[config.mk]
export PLATFORM = sky130hd
export DESIGN_NAME = position_selector_switch
export DESIGN_NICKNAME = d
export VERILOG_FILES = /design/src/selector_pkg.sv /design/src/position_selector_switch.sv
export SDC_FILE = /design/constraint.sdc
export NUM_CORES = 1
export LEC_CHECK = 0
export BUFFER_PORTS_ARGS = -buffer_cell sky130_fd_sc_hd__buf_4
export CORE_UTILIZATION = 25
export CTS_BUF_LIST = sky130_fd_sc_hd__clkbuf_8
export DETAILED_ROUTE_END_ITERATION = 16
export RECOVER_POWER = 100
export SLEW_MARGIN = 20
export SYNTH_ARGS = -nofsm -noshare
export SYNTH_HDL_FRONTEND = slang
export SYNTH_SLANG_ARGS = --single-unit
export TNS_END_PERCENT = 50
[constraint.sdc]
create_clock -name sys_clk -period 9.5 [get_ports sys_clk]
set_clock_uncertainty 0.2 [all_clocks]
set_input_delay 1.9 -clock sys_clk [delete_from_list [all_inputs] [get_ports sys_clk]]
set_output_delay 1.9 -clock sys_clk [all_outputs]
set_load 0.05 [all_outputs]
[src/selector_pkg.sv]
// Shared constants and types for the position selector switch
package selector_pkg;
  localparam int ClkHz = 100_000_000;
  localparam int TickMs = 10;
  localparam int TickCycles = ClkHz / 1000 * TickMs;
  localparam int TickCntW = 20;
  localparam int FaultMs = 3000;
  localparam logic [9:0] FaultTicks = 10'(FaultMs / TickMs);
  localparam int TenthMs = 100;
  localparam logic [3:0] TicksPerTenth = 4'(TenthMs / TickMs);
  localparam logic [9:0] TimeoutMinTenths = 10'h01e;
  localparam logic [9:0] TimeoutMaxTenths = 10'h258;
  localparam logic [2:0] PosMin = 3'h1;
  localparam logic [2:0] PosNone = 3'h0;
  localparam logic [2:0] CodeRest = 3'h0;
  localparam logic [2:0] RangeMin = 3'h1;
  localparam logic [2:0] RangeMax = 3'h7;
  localparam logic [13:0] TimerZero = 14'h0000;

  typedef enum logic [1:0] {
    ST_IDLE = 2'b00,
    ST_STEP = 2'b01,
    ST_CODE = 2'b10,
    ST_INIT = 2'b11
  } sel_state_t;

  typedef struct packed {
    logic [2:0] fullRange;
    logic [9:0] timeoutTenths;
    logic stepAckMode;
    logic codedAckMode;
    logic powerupFollow;
  } sel_cfg_t;

  typedef struct packed {
    logic [6:0] posOneHot;
    logic [2:0] posCode;
    logic rangeFault;
    logic incrementConfirmTimeoutFlag;
    logic codedConfirmTimeoutFlag;
    logic powerupPositionFault;
  } sel_out_t;
endpackage

[src/position_selector_switch.sv]
// Position selector switch: stepping and coded selection with timed apply and faults
// Operation
// - Increment rising edge advances, wraps to one
// - Coded word accepted only within range
// - Out-of-range word raises range fault 3s
// - Timeout mode applies after increment inactivity
// - Increment edge restarts timeout timer
// - Confirm mode: input activity restarts timer
// - Increment confirm edge applies before timeout
// - Missing increment confirm discards, flags 3s
// - Coded word is unsigned binary 1..7
// - All-zero coded word selects nothing, raises no range fault
// - Coded timeout mode applies after last change
// - Missing coded confirm rejects, flags 3s
// - Paths lock each other out while busy
// - Separate confirm inputs per path
// - Stored position restored or coded followed
// - Follow mode takes word; bad gives zero
// - Top position configurable one to seven
// - Timeout configurable 3.0 to 60.0 s
`timescale 1ns/1ns
module position_selector_switch (
  input wire logic sys_clk,
  input wire logic sys_rst,
  input wire selector_pkg::sel_cfg_t cfg,
  input wire logic increment,
  input wire logic increment_confirm,
  input wire logic coded_select_bit0,
  input wire logic coded_select_bit1,
  input wire logic coded_select_bit2,
  input wire logic coded_confirm,
  input wire logic [2:0] storedPos,
  output selector_pkg::sel_out_t status,
  output logic storeWrite,
  output logic [2:0] storeData
);
  import selector_pkg::*;

  // Two-stage synchronisers for all asynchronous control inputs
  localparam int NIn = 6;
  logic [NIn-1:0] rawIn;
  logic [NIn-1:0] meta_r;
  logic [NIn-1:0] sync_r;
  logic [NIn-1:0] prev_r;
  assign rawIn = {coded_confirm, coded_select_bit2, coded_select_bit1,
                  coded_select_bit0, increment_confirm, increment};
  // Runs through reset so power-up follow mode sees the live word and no false edge follows
  always_ff @(posedge sys_clk) begin
    meta_r <= rawIn;
    sync_r <= meta_r;
    prev_r <= sync_r;
  end

  logic incRise, incAckRise, codeAckRise, codeChange;
  logic [2:0] codeWord;
  assign incRise = sync_r[0] & ~prev_r[0];
  assign incAckRise = sync_r[1] & ~prev_r[1];
  assign codeAckRise = sync_r[5] & ~prev_r[5];
  assign codeWord = sync_r[4:2];
  assign codeChange = sync_r[4:2] != prev_r[4:2];

  // Fixed 10 ms tick
  logic [TickCntW-1:0] tickCnt_r, tickCnt_nxt;
  logic tick;
  assign tick = tickCnt_r == TickCntW'(TickCycles - 1);
  always_comb begin
    tickCnt_nxt = tick ? '0 : tickCnt_r + 1'b1;
  end
  always_ff @(posedge sys_clk) begin
    if (sys_rst) tickCnt_r <= '0;
    else tickCnt_r <= tickCnt_nxt;
  end

  // Timeout limit, clamped to the allowed range
  logic [9:0] tenths;
  logic [13:0] limitTicks;
  logic [2:0] topPos;
  always_comb begin
    tenths = cfg.timeoutTenths;
    if (tenths < TimeoutMinTenths) tenths = TimeoutMinTenths;
    if (tenths > TimeoutMaxTenths) tenths = TimeoutMaxTenths;
    limitTicks = 14'(tenths) * 14'(TicksPerTenth);
    topPos = (cfg.fullRange < RangeMin) ? RangeMin : cfg.fullRange;
  end

  sel_state_t state_r, state_nxt;
  logic [2:0] pos_r, pos_nxt, pre_r, pre_nxt;
  logic [13:0] tmr_r, tmr_nxt;
  logic [9:0] rngCnt_r, rngCnt_nxt, stpCnt_r, stpCnt_nxt, bitCnt_r, bitCnt_nxt;
  logic pwrFault_r, pwrFault_nxt, wr_r, wr_nxt;
  logic codeValid, expired;

  assign codeValid = (codeWord >= RangeMin) && (codeWord <= topPos);
  assign expired = tick && (tmr_r + 1'b1 >= limitTicks);

  always_comb begin
    state_nxt = state_r;
    pos_nxt = pos_r;
    pre_nxt = pre_r;
    tmr_nxt = tmr_r;
    rngCnt_nxt = (rngCnt_r != '0 && tick) ? rngCnt_r - 1'b1 : rngCnt_r;
    stpCnt_nxt = (stpCnt_r != '0 && tick) ? stpCnt_r - 1'b1 : stpCnt_r;
    bitCnt_nxt = (bitCnt_r != '0 && tick) ? bitCnt_r - 1'b1 : bitCnt_r;
    pwrFault_nxt = pwrFault_r;
    wr_nxt = 1'b0;
    // Out-of-range nonzero word raises fault in any state but init and the step sequence
    if (codeChange && codeWord != CodeRest && !codeValid && state_r != ST_STEP &&
        state_r != ST_INIT)
      rngCnt_nxt = FaultTicks;
    case (state_r)
      ST_INIT: begin
        if (cfg.powerupFollow) begin
          if (codeValid) pos_nxt = codeWord;
          else begin
            pos_nxt = PosNone;
            pwrFault_nxt = 1'b1;
          end
        end else if (storedPos > topPos) begin
          pos_nxt = PosNone;
          pwrFault_nxt = 1'b1;
        end else begin
          pos_nxt = storedPos;
        end
        wr_nxt = 1'b1;
        state_nxt = ST_IDLE;
      end
      ST_IDLE: begin
        tmr_nxt = TimerZero;
        if (incRise) begin
          pre_nxt = (pos_r >= topPos) ? PosMin : pos_r + 1'b1;
          state_nxt = ST_STEP;
        end else if (codeChange && codeValid) begin
          pre_nxt = codeWord;
          state_nxt = ST_CODE;
        end
      end
      ST_STEP: begin
        if (tick) tmr_nxt = tmr_r + 1'b1;
        if (incRise) begin
          pre_nxt = (pre_r >= topPos) ? PosMin : pre_r + 1'b1;
          tmr_nxt = TimerZero;
        end else if (cfg.stepAckMode && incAckRise) begin
          pos_nxt = pre_r;
          wr_nxt = 1'b1;
          state_nxt = ST_IDLE;
        end else if (expired) begin
          if (cfg.stepAckMode) stpCnt_nxt = FaultTicks;
          else begin
            pos_nxt = pre_r;
            wr_nxt = 1'b1;
          end
          state_nxt = ST_IDLE;
        end
      end
      ST_CODE: begin
        if (tick) tmr_nxt = tmr_r + 1'b1;
        if (codeChange) begin
          tmr_nxt = TimerZero;
          if (codeValid) pre_nxt = codeWord;
        end else if (cfg.codedAckMode && codeAckRise) begin
          pos_nxt = pre_r;
          wr_nxt = 1'b1;
          state_nxt = ST_IDLE;
        end else if (expired) begin
          if (cfg.codedAckMode) bitCnt_nxt = FaultTicks;
          else begin
            pos_nxt = pre_r;
            wr_nxt = 1'b1;
          end
          state_nxt = ST_IDLE;
        end
      end
      default: state_nxt = ST_IDLE;
    endcase
  end

  always_ff @(posedge sys_clk) begin
    if (sys_rst) begin
      state_r <= ST_INIT;
      pos_r <= PosNone;
      pre_r <= PosNone;
      tmr_r <= TimerZero;
      rngCnt_r <= '0;
      stpCnt_r <= '0;
      bitCnt_r <= '0;
      pwrFault_r <= 1'b0;
      wr_r <= 1'b0;
    end else begin
      state_r <= state_nxt;
      pos_r <= pos_nxt;
      pre_r <= pre_nxt;
      tmr_r <= tmr_nxt;
      rngCnt_r <= rngCnt_nxt;
      stpCnt_r <= stpCnt_nxt;
      bitCnt_r <= bitCnt_nxt;
      pwrFault_r <= pwrFault_nxt;
      wr_r <= wr_nxt;
    end
  end

  // Registered outputs
  sel_out_t out_nxt;
  logic [6:0] hot;
  always_comb begin
    out_nxt.posOneHot = hot;
    out_nxt.posCode = pos_nxt;
    out_nxt.rangeFault = rngCnt_nxt != '0;
    out_nxt.incrementConfirmTimeoutFlag = stpCnt_nxt != '0;
    out_nxt.codedConfirmTimeoutFlag = bitCnt_nxt != '0;
    out_nxt.powerupPositionFault = pwrFault_nxt;
  end
  genvar gi;
  for (gi = 0; gi < 7; gi++) begin : g_hot
    assign hot[gi] = pos_nxt == 3'(gi + 1);
  end
  always_ff @(posedge sys_clk) begin
    if (sys_rst) begin
      status <= '0;
      storeWrite <= 1'b0;
      storeData <= PosNone;
    end else begin
      status <= out_nxt;
      storeWrite <= wr_nxt;
      storeData <= pos_nxt;
    end
  end
endmodule

==> key figures, run 1 <==
Status
  • Result of the run: finished with violations
  • Violated checks: DRC, capacitance limit, slew limit

Route
  • Total number of vias: 4890
  • Number of iterations in the first detailed-routing pass: 11
  • Initial detailed-routing violation count: 247
  • Antenna Nets Post-Route: 0
  • DRC viols: 1
  • Avg WL per Cell: 12.3 µm
  • Post-DR vias/cell: 4.70
  • Total routed wirelength: 12800 µm

Placement
  • Placer congestion estimate: about 0.79
  • HPWL after DPL: 9550 µm
  • Post-DP Area: 6600 µm²
  • PortBufs: 44

Logic synthesis
  • #FFs+latches synth: 102
  • Share of synthesized flip-flops with an asynchronous set or reset: 0%
  • Syn nets: 759
  • Synthesized instance count: ~680
  • Library cells used by synthesis: 75
  • Count of flip-flops with a built-in enable after synthesis: 0
  • Synth Area in XOR/XNOR: 10.3%
  • Total number of yosys warnings: 0
  • Sequential fraction of the synthesis area: between 30 and 40%
  • Largest family of logic cells by synthesized area: simple AND/OR/NAND/NOR gates
  • Most instantiated flip-flop cell in the synthesis netlist: dfxtp_1
  • Netlist area before placement: 5960 µm²
  • Adder-cell share of the synthesized area: 10.8%
  • Simple-gate share of the synthesized area: 25.1%
  • Multiplexer share of the synthesized area: less than 1%
  • Syn_area_per_cell: around 9 µm²
  • Share of the synthesized area in compound gates (AO/OA/AOI/OAI): 15.2%

Clock network
  • Root buffer selected by CTS: clkbuf_8
  • TritonCTS clock tree: done
  • Hold Buf Count CTS: 0
  • H-tree depth: 3
  • Post-cts gate resize count: 0
  • Number of post-CTS setup repair buffers: 0
  • Clock tree buffer depth: 2
  • Clock Latency Late Sink: 0.37 ns
  • Inserted Clock Buffers: 9
  • Total number of clock tree sinks: between 100 and 150
  • Clock transition at the registers of the reported paths: roughly 0.10 ns

Power
  • Worst VDD drop: a little under 0.09 mV
  • Pleak: 2.63 nW
  • PnR Total Power: 1.12 mW
  • PD cells: 168 nW/µm²

Die
  • Cell Rows: 56
  • Die Width: 156 µm
  • Die outline area: 24400 µm²
  • I/O pins: 45
  • Core area: about 23000 µm²
  • Initial Utilization: 25.4%
  • Die Span Y: ~160 µm

Finish
  • Post-route standard cell area excluding fillers: 6660 µm²
  • Layout Utilization: 28.5%
  • Fraction of layout cells with a size suffix above 1: 8.17%
  • Fill cell total of the finished layout: roughly 2.6k
  • Syn-to-layout area delta: 11.8%
  • Final-stage net count: 795
  • ANT cells: 0

Worst setup path
  • Reg2Reg Depth: 15
  • Worst setup path category: input port to flop
  • Capturing element type of the critical path: flop
  • Biggest fanout along the worst timing path: 9
  • Worst setup SP type: input port
  • Arrival time of data at the critical path endpoint: 7.85 ns
  • Worst EP required: roughly 9.6 ns

GRT
  • Total global-route track usage: a little over a tenth
  • Maximum number of pins on one net before global-route repair: 46
  • Overflow after GRT: 0
  • Vias in the first global route: 4550
  • Number of antenna violations at the first check in global routing: 0
  • First-pass GRT wire length: 21600 µm

Timing
  • Fmax: 128 MHz
  • Setup TNS: 0 ns
  • Final-layout worst hold slack: 0.135 ns
  • Final Critical Period: 7.78 ns
  • Final count of negative-setup-slack endpoints: 0
  • Transition time at the pin with the least slew margin: 2.05 ns
  • Final Max Tran Viols: 46
  • Max-slew headroom: -36.5%
  • Final worst path period share: 81.9%
  • Unrepaired setup endpoints after global routing: no
  • Number of hold violations in the final report: 0

Worst hold path
  • Count of cells along the worst hold path: 0
  • Classification of the worst-slack hold path: flop to flop

Flow run
  • Number of max-cap violations: 1
[metrics by stage]
stage / setup WS, ns / cells
2_1_floorplan: 2.70 / 681
3_3_place_gp: 2.12 / 1025
3_5_place_dp: 2.00 / 1025
4_1_cts: 2.38 / 1041
5_1_grt: 1.06 / 1041
6_report: 1.72 / 1041
[path summary, 6_finish.rpt]
kind                                 from          to  slack [ns]
worst min register to register  meta_r[5]   sync_r[5]        0.14
worst max register to register   tmr_r[0]  status[11]        4.67
worst min-delay path            meta_r[5]   sync_r[5]        0.14
worst max-delay path               cfg[8]  status[11]        1.72
[worst max-delay path: stages]
cell       delay (ns)
clkbuf_1         0.13
a211o_1          0.36
o21ai_0          0.39
a21oi_1          0.15
or3_1            0.38
ha_1             0.33
fa_1             0.47
a21oi_1          0.16
nor2_1           0.05
nor2_1           0.15
o21bai_1         0.08
a21oi_1          0.22
o21bai_1         0.09
a21oi_1          0.18
xor2_1           0.09
ha_1             0.30
nand4_1          0.15
nor3_1           0.32
and3_1           0.23
nand3b_2         0.07
a31oi_1          0.65
o21ai_0          0.26
a2bb2oi_1        0.49
and3b_1          0.24
[cell families (layout without fill, tap and decap cells)]
family,after synthesis,count (layout)
simple gates,275,275
flops,102,102
mux,5,5
fa+ha+maj,51,51
xor+xnor,70,70
compound gates,129,129
buf+inv,49,90
[synth_stat cells, types with 16 or more instances]
library cell | count | share of area (%)
a21oi_1 | 34 | 2.9
and3_1 | 20 | 2.1
dfxtp_1 | 102 | 34
ha_1 | 50 | 11
inv_1 | 28 | 1.8
nand2_1 | 49 | 3.1
nand3_1 | 23 | 1.9
nor2_1 | 80 | 5.0
o21ai_0 | 16 | 1.3
xnor2_1 | 43 | 6.3
xor2_1 | 27 | 4.0
[cells in the final DEF, fill, tap and decap left out, types with 6 or more instances in the layout]
| master | count |
|---|---|
| nor2b_1 | 11 |
| nand2b_1 | 9 |
| nor2_1 | 80 |
| clkbuf_1 | 20 |
| a22oi_1 | 10 |
| dfxtp_1 | 102 |
| clkbuf_4 | 7 |
| o21ai_0 | 18 |
| nand2_1 | 49 |
| or3_1 | 6 |
| nor3_1 | 14 |
| nor4_1 | 12 |
| xor2_1 | 27 |
| a211oi_1 | 8 |
| buf_4 | 18 |
| xnor2_1 | 43 |
| ha_1 | 50 |
| a31oi_1 | 6 |
| nand4_1 | 10 |
| clkbuf_8 | 9 |
| inv_1 | 28 |
| o21bai_1 | 6 |
| and3_1 | 20 |
| a21oi_1 | 35 |
| nand3_1 | 23 |
[power by group]
part | switching (mW) | leakage, nW | internal [mW]
registers | 0.0308 | 0.832 | 0.457
logic | 0.245 | 1.70 | 0.133
clock network | 0.158 | 0.0930 | 0.0989
total | 0.434 | 2.63 | 0.688
[registers in the layout (all words and copies together), names as in the netlist]
register	count
rngCnt_r	10
meta_r	6
storeWrite	1
status	11
stpCnt_r	10
sync_r	6
storeData	3
tmr_r	14
tickCnt_r	20
bitCnt_r	10
prev_r	6
pre_r	3
state_r	2
[routing by layer]
layer | vias to the layer above | GRT usage (%) | share of wire (%)
li1 | 2516 | - | -
met1 | 2257 | 13.9 | 47
met2 | 107 | 17.9 | 47
met3 | 10 | 2.58 | 4.7
met4 | 0 | 2.99 | 0.97
met5 | - | 0 | 0
[cell type report]
| cell class | count | area [µm²] | area share, % |
|---|---|---|---|
| repair buffers | 45 | 263 | 3.94 |
| well taps | 319 | 399 | 5.99 |
| clock buffers | 9 | 124 | 1.86 |
| flip-flops and latches | 102 | 2040 | 30.7 |
| inverters | 29 | 109 | 1.63 |
| multi-input cells | 530 | 3670 | 55.1 |
| clock inverters | 7 | 57.6 | 0.864 |
Power figures use the tool's default switching activity.
==> run 2: changes to the inputs <==
clock period = 7.92 ns   (was 9.5 ns; I/O delays follow)
==> run 2 against run 1 <==
Against the previous run: first-iteration DRC count rose by 13%; critical path type unchanged; via count fell by 1.3%; largest cell class unchanged; total power rose by 21%; worst setup slack got worse by 0.86 ns; the run still ends with DRC, capacitance limit, slew limit left.
==> key figures, run 2 (synthesis gave the netlist of run 1 again) <==
Status
  • Result of the run: finished with violations (unchanged)
  • Violated checks: DRC, capacitance limit, slew limit (unchanged)

Placement
  • PortBufs: 44 (unchanged)
  • HPWL after DPL: 9560 µm (was 9550 µm)
  • Placed Instances: 1025 (unchanged)
  • Placer congestion estimate: 0.790 (was 0.791)

Worst setup path
  • Series of cell instances along the critical path: clkbuf_1, a211o_1, o21ai_0, a21oi_1, or3_1, ha_1, ha_1, a21o_1, a21oi_1, o21bai_1, a21oi_1, o21bai_1, a21oi_1, xor2_1, ha_1, nand4_1, nor3_1, and3_1, nand3b_2, a31oi_4, o21ai_0, a2bb2oi_1, and3b_1 (was clkbuf_1, a211o_1, o21ai_0, a21oi_1, or3_1, ha_1, fa_1, a21oi_1, nor2_1, nor2_1, o21bai_1, a21oi_1, o21bai_1, a21oi_1, xor2_1, ha_1, nand4_1, nor3_1, and3_1, nand3b_2, a31oi_1, o21ai_0, a2bb2oi_1, and3b_1)
  • Arrival time of data at the critical path endpoint: 7.15 ns (was 7.85 ns)
  • Worst EP required: 8.00 ns (was 9.57 ns)
  • Slowest cell on the critical path: a2bb2oi_1 (was a31oi_1)
  • Capturing element type of the critical path: flop (unchanged)
  • Biggest fanout along the worst timing path: 9 (unchanged)
  • Worst setup path category: input port to flop (unchanged)
  • Most common cell type on the critical path: a21oi_1 (unchanged)
  • Worst setup SP type: input port (unchanged)
  • Category of cells accounting for the largest share of critical-path delay: compound AO/OA/AOI/OAI gates (unchanged)
  • Setup crit start: cfg[8] (unchanged)
  • Crit path buf inv count: 1 (unchanged)
  • Peak per-stage delay on the critical path: 0.49 ns (was 0.65 ns)
  • Worst R2R Start: tmr_r[0] (unchanged)

Route
  • Antenna Nets Post-Route: 0 (unchanged)
  • Detail Route met2 WL: 6060 µm (was 6030 µm)
  • Top Metal Used: met4 (unchanged)
  • Initial detailed-routing violation count: 278 (was 247)
  • DRC viols: 1 (unchanged)
  • Met1 layer wirelength in the final routing: 6140 µm (was 6010 µm)
  • Avg WL per Cell: 12.3 µm (about the same)
  • Met3 wire length: 477 µm (was 596 µm)
  • Total number of vias: 4826 (was 4890)
  • Number of iterations in the first detailed-routing pass: 11 (unchanged)
  • Post-DR vias/cell: 4.64 (was 4.70)
  • Total routed wirelength: 12800 µm (about the same)

Clock network
  • Post-cts gate resize count: 0 (unchanged)
  • H-tree depth: 3 (unchanged)
  • TritonCTS clock tree: done (unchanged)
  • Clock transition at the registers of the reported paths: 0.10 ns (about the same)
  • Total number of clock tree sinks: 102 (unchanged)
  • Inserted Clock Buffers: 9 (unchanged)
  • Clock tree buffer depth: 2 (unchanged)
  • Root buffer selected by CTS: clkbuf_8 (unchanged)
  • Hold Buf Count CTS: 0 (unchanged)
  • Number of post-CTS setup repair buffers: 0 (unchanged)
  • Clock Latency Late Sink: 0.38 ns (was 0.37 ns)

Die
  • Die Width: 156 µm (unchanged)
  • Initial Utilization: 25.4% (unchanged)
  • Cell Rows: 56 (unchanged)
  • I/O pins: 45 (unchanged)
  • Die outline area: 24400 µm² (unchanged)
  • Core area: 23400 µm² (unchanged)
  • Die Span Y: 156 µm (unchanged)

Finish
  • Fill cell total of the finished layout: 2584 (was 2578)
  • Largest registers ranked by flip-flop count: tickCnt_r: 20 flops, tmr_r: 14 flops, status: 11 flops (unchanged)
  • Most frequent cells in the layout: dfxtp_1, nor2_1, ha_1, nand2_1, xnor2_1 (unchanged)
  • Syn-to-layout area delta: 12.2% (was 11.8%)
  • Final std cells w/o fill: 1041 (unchanged)
  • Footprint of the flip-flops and latches: 2040 µm² (unchanged)
  • Combined area of the multi-input logic cells: 3690 µm² (was 3670 µm²)
  • ANT cells: 0 (unchanged)
  • Number of flip-flops under the largest register name: 20 (unchanged)
  • Biggest register: tickCnt_r (unchanged)
  • Most common cell after layout, fill and taps aside: dfxtp_1 (unchanged)
  • Final-stage net count: 795 (unchanged)
  • Fraction of layout cells with a size suffix above 1: 8.45% (was 8.17%)

Timing
  • Final-layout worst hold slack: 0.137 ns (was 0.135 ns)
  • Unrepaired setup endpoints after global routing: no (unchanged)
  • Setup TNS: 0 ns (unchanged)
  • Final Max Tran Viols: 46 (unchanged)
  • Final Critical Period: 7.07 ns
  • Final count of negative-setup-slack endpoints: 0 (unchanged)
  • Transition time at the pin with the least slew margin: 2.13 ns (was 2.05 ns)
  • Max-slew headroom: -42.0% (was -36.5%)
  • Fmax: 141 MHz
  • Number of hold violations in the final report: 0 (unchanged)
  • Final worst path period share: 89.2%

Power
  • Portion of total power attributed to the clock network: 23.5% (was 22.9%)
  • Worst VDD drop: 0.0978 mV (was 0.0884 mV)
  • Net switching power: 0.528 mW (was 0.434 mW)
  • Cell internal pwr: 0.829 mW (was 0.688 mW)
  • PnR Total Power: 1.36 mW (was 1.12 mW)
  • Part of the total power dissipated in combinational logic: 33.4% (was 33.7%)
  • PD cells: 203 nW/µm² (was 168 nW/µm²)
  • Pleak: 2.63 nW (about the same)
  • Net switching fraction of the power: 38.9% (was 38.7%)
  • Sequential share of power: 43.1% (was 43.5%)

GRT
  • Overflow after GRT: 0 (unchanged)
  • Vias in the first global route: 4508 (was 4550)
  • Number of antenna violations at the first check in global routing: 0 (unchanged)
  • Total global-route track usage: 10.9% (was 10.8%)
  • First-pass GRT wire length: 21500 µm (was 21600 µm)
  • Maximum number of pins on one net before global-route repair: 46 (unchanged)

Flow run
  • Number of max-cap violations: 1 (unchanged)

Worst hold path
  • Classification of the worst-slack hold path: flop to flop (unchanged)
  • Hold Crit Start: meta_r[5] (unchanged)
run 2: cell types whose count changed in the layout (fill, tap and decap cells not counted), sizes merged:
| cell | delta |
|---|---|
| inv | +3 |
| clkinv | -3 |
run 2: area by class of cell:
| class | count | area share [%] |
|---|---|---|
| Sequential cell | 102 | 30.6 |
| Inverter | 29 | 1.63 |
| Clock buffer | 9 | 1.85 |
| Tap cell | 319 | 5.97 |
| Clock inverter | 7 | 0.917 |
| Timing Repair Buffer | 45 | 3.93 |
| Multi-Input combinational cell | 530 | 55.1 |
run 2: power groups by stage:
stage / Clock [mW] / Sequential [mW] / Combinational [mW]
global placement: 0 / 0.598 / 0.466
floorplan: 0 / 0.627 / 0.320
global route: 0.353 / 0.591 / 0.500
finish: 0.319 / 0.585 / 0.453
detailed placement: 0 / 0.599 / 0.470
CTS: 0.338 / 0.587 / 0.474
run 2: worst register-to-register path, delay by kind of cell (launching register included):
kind,cells,cell delay [ns]
compound gates,3,1.00
xor+xnor,1,0.18
fa+ha+maj,2,0.61
flops,1,0.46
simple gates,9,1.90
run 2: routing by layer:
metal / GRT usage, % / up-vias
li1: - / 2509
met1: 14.0 / 2231
met2: 18.1 / 80
met3: 2.58 / 6
met4: 2.85 / 0
met5: 0 / -
run 2: metrics by stage:
stage	instance area, µm²	utilization [%]	worst slack [ns]
3_3_place_gp	6600	28.2	0.859
6_report	6680	28.6	0.852
5_1_grt	6680	28.6	0.399
4_1_cts	6790	29.0	1.14
3_5_place_dp	6600	28.2	0.738
2_1_floorplan	5960	-	1.43
run 2: path summary, 6_finish.rpt:
kind | end | slack, ns | cells after the start
setup / recovery | status[11] | 0.85 | 23
setup reg to reg | status[11] | 3.48 | 15
hold / removal | sync_r[5] | 0.14 | 0
hold reg to reg | sync_r[5] | 0.14 | 0
==> run 3: changes to the inputs <==
BUFFER_PORTS_ARGS = -buffer_cell sky130_fd_sc_hd__clkbuf_2   (was -buffer_cell sky130_fd_sc_hd__buf_4)
==> run 3 against run 2 <==
Against the previous run: the flow finishes with violations (capacitance limit, slew limit); sequential cell count did not move; worst hold slack lost 0.0031 ns; wire length fell by 0.97%; clock power rose by 10%.
==> key figures, run 3 (synthesis gave the netlist of run 1 again) <==
Clock network
  • Number of post-CTS setup repair buffers: 0 (unchanged)
  • Clock tree buffer depth: 2 (unchanged)
  • H-tree depth: 3 (unchanged)
  • TritonCTS clock tree: done (unchanged)
  • Clock transition at the registers of the reported paths: 0.09 ns (was 0.10 ns)
  • Root buffer selected by CTS: clkbuf_8 (unchanged)
  • Hold Buf Count CTS: 0 (unchanged)
  • Clock Latency Late Sink: 0.38 ns (about the same)
  • Inserted Clock Buffers: 9 (unchanged)
  • Post-cts gate resize count: 0 (unchanged)
  • Total number of clock tree sinks: 102 (unchanged)

Finish
  • Fraction of layout cells with a size suffix above 1: 8.44% (was 8.45%)
  • Most frequent cells in the layout: dfxtp_1, nor2_1, ha_1, nand2_1, xnor2_1 (unchanged)
  • ANT cells: 0 (unchanged)
  • Biggest register: tickCnt_r (unchanged)
  • Final-stage net count: 796 (was 795)
  • Number of flip-flops under the largest register name: 20 (unchanged)
  • Largest registers ranked by flip-flop count: tickCnt_r: 20 flops, tmr_r: 14 flops, status: 11 flops (unchanged)
  • Layout Utilization: 28.5% (was 28.6%)
  • Most common cell after layout, fill and taps aside: dfxtp_1 (unchanged)
  • Syn-to-layout area delta: 11.8% (was 12.2%)

Route
  • Initial detailed-routing violation count: 240 (was 278)
  • Post-DR vias/cell: 4.62 (was 4.64)
  • Antenna Nets Post-Route: 0 (unchanged)
  • Avg WL per Cell: 12.2 µm (was 12.3 µm)
  • Number of iterations in the first detailed-routing pass: 4 (was 11)
  • Total routed wirelength: 12700 µm (was 12800 µm)
  • Total number of vias: 4814 (was 4826)
  • DRC viols: 0 (was 1)

Worst setup path
  • Reg-to-reg setup timing slack: 3.49 ns (was 3.48 ns)
  • Worst setup SP type: input port (unchanged)
  • Arrival time of data at the critical path endpoint: 7.10 ns (was 7.15 ns)
  • Worst EP required: 7.99 ns (was 8.00 ns)
  • Crit path buf inv count: 1 (unchanged)
  • Worst R2R Start: tmr_r[2] (was tmr_r[0])
  • Peak per-stage delay on the critical path: 0.48 ns (was 0.49 ns)
  • Reg2Reg Depth: 15 (unchanged)
  • Series of cell instances along the critical path: clkbuf_1, a211o_1, o21ai_0, a21oi_1, or3_1, ha_1, fa_1, a21oi_1, nor2_1, nor2_1, o21bai_1, a21oi_1, o21bai_1, a21oi_1, xor2_1, ha_1, nand4_1, nor3_1, and3_1, nand3b_2, a31oi_4, o21ai_0, a2bb2oi_1, and3b_1 (was clkbuf_1, a211o_1, o21ai_0, a21oi_1, or3_1, ha_1, ha_1, a21o_1, a21oi_1, o21bai_1, a21oi_1, o21bai_1, a21oi_1, xor2_1, ha_1, nand4_1, nor3_1, and3_1, nand3b_2, a31oi_4, o21ai_0, a2bb2oi_1, and3b_1)
  • Capturing element type of the critical path: flop (unchanged)
  • Levels on crit path: 24 (was 23)
  • Slowest cell on the critical path: a2bb2oi_1 (unchanged)
  • Crit Reg-Reg Endpoint: status[12] (was status[11])
  • Most common cell type on the critical path: a21oi_1 (unchanged)
  • Worst setup path category: input port to flop (unchanged)
  • Category of cells accounting for the largest share of critical-path delay: compound AO/OA/AOI/OAI gates (unchanged)
  • Biggest fanout along the worst timing path: 9 (unchanged)

Power
  • PD cells: 208 nW/µm² (was 203 nW/µm²)
  • Pleak: 2.63 nW (about the same)
  • Worst VDD drop: 0.127 mV (was 0.0978 mV)

Placement
  • HPWL after DPL: 9480 µm (was 9560 µm)
  • PortBufs: 44 (unchanged)
  • Placer congestion estimate: 0.798 (was 0.790)
  • Pre-CTS worst setup slack: 0.734 ns (was 0.738 ns)

Die
  • Core area: 23400 µm² (unchanged)
  • Cell Rows: 56 (unchanged)
  • Die Width: 156 µm (unchanged)
  • Initial Utilization: 25.4% (unchanged)
  • Die outline area: 24400 µm² (unchanged)
  • I/O pins: 45 (unchanged)
  • Die Span Y: 156 µm (unchanged)

GRT
  • First-pass GRT wire length: 21000 µm (was 21500 µm)
  • Number of antenna violations at the first check in global routing: 0 (unchanged)
  • Vias in the first global route: 4481 (was 4508)
  • Maximum number of pins on one net before global-route repair: 46 (unchanged)
  • Overflow after GRT: 0 (unchanged)
  • Total global-route track usage: 10.6% (was 10.9%)

Worst hold path
  • Count of cells along the worst hold path: 0 (unchanged)
  • Classification of the worst-slack hold path: flop to flop (unchanged)
  • Endpoint with the worst hold slack: sync_r[4] (was sync_r[5])
  • Hold Crit Start: meta_r[4] (was meta_r[5])

Timing
  • Final Max Tran Viols: 46 (unchanged)
  • Transition time at the pin with the least slew margin: 2.05 ns (was 2.13 ns)
  • Final count of negative-setup-slack endpoints: 0 (unchanged)
  • Final Critical Period: 7.03 ns (was 7.07 ns)
  • Number of hold violations in the final report: 0 (unchanged)
  • Setup TNS: 0 ns (unchanged)
  • Fmax: 142 MHz (was 141 MHz)
  • Max-slew headroom: -36.7% (was -42.0%)
  • Final-layout worst hold slack: 0.134 ns (was 0.137 ns)
  • Unrepaired setup endpoints after global routing: no (unchanged)
  • Final worst slack: 0.893 ns (was 0.852 ns)
  • Final worst path period share: 88.7% (was 89.2%)

Flow run
  • Number of max-cap violations: 1 (unchanged)

Status
  • Result of the run: finished with violations (unchanged)
  • Violated checks: capacitance limit, slew limit (was DRC, capacitance limit, slew limit)
==> run 3: report_power, final <==
part           internal [mW]  switching [mW]
Clock                  0.160           0.192
Combinational          0.157           0.291
Sequential             0.548          0.0381
Total                  0.865           0.522
==> run 3: worst max-delay path by stage <==
stage | end | start | slack [ns]
2_1_floorplan | status[12] | cfg[8] | 1.43
3_3_place_gp | status[8] | cfg[8] | 0.90
3_5_place_dp | status[12] | cfg[8] | 0.73
4_1_cts | status[8] | cfg[8] | 1.14
5_1_grt | status[12] | cfg[8] | 0.35
6_report | status[12] | cfg[8] | 0.89
==> run 3: layout make-up <==
| class | count | area, µm² |
|---|---|---|
| Timing Repair Buffer | 46 | 206 |
| Inverter | 29 | 109 |
| Multi-Input combinational cell | 530 | 3690 |
| Fill cell | 2519 | 16700 |
| Sequential cell | 102 | 2040 |
| Tap cell | 319 | 399 |
| Clock buffer | 10 | 138 |
| Clock inverter | 6 | 77.6 |
==> run 3: stage by stage <==
stage / power [mW] / instance area (µm²) / std cells
after floorplan: 0.947 / 5960 / 681
after global placement: 1.05 / 6500 / 1026
after detailed placement: 1.05 / 6500 / 1026
after CTS: 1.41 / 6710 / 1042
after global routing: 1.47 / 6660 / 1042
final: 1.39 / 6660 / 1042
==> run 3: worst reg2reg max path: cells and delay by family, from the launching register on <==
kind	cells	cell delay [ns]
compound gates	3	0.98
xor+xnor	1	0.16
fa+ha+maj	1	0.33
flops	1	0.45
simple gates	10	2.20
==> run 3: layer usage <==
metal	vias to the layer above	share of wire, %	track usage [%]
met4	0	0.97	3.55
met1	2214	49	13.2
met5	-	0	0
li1	2512	-	-
met3	6	3.5	2.55
met2	82	47	17.8
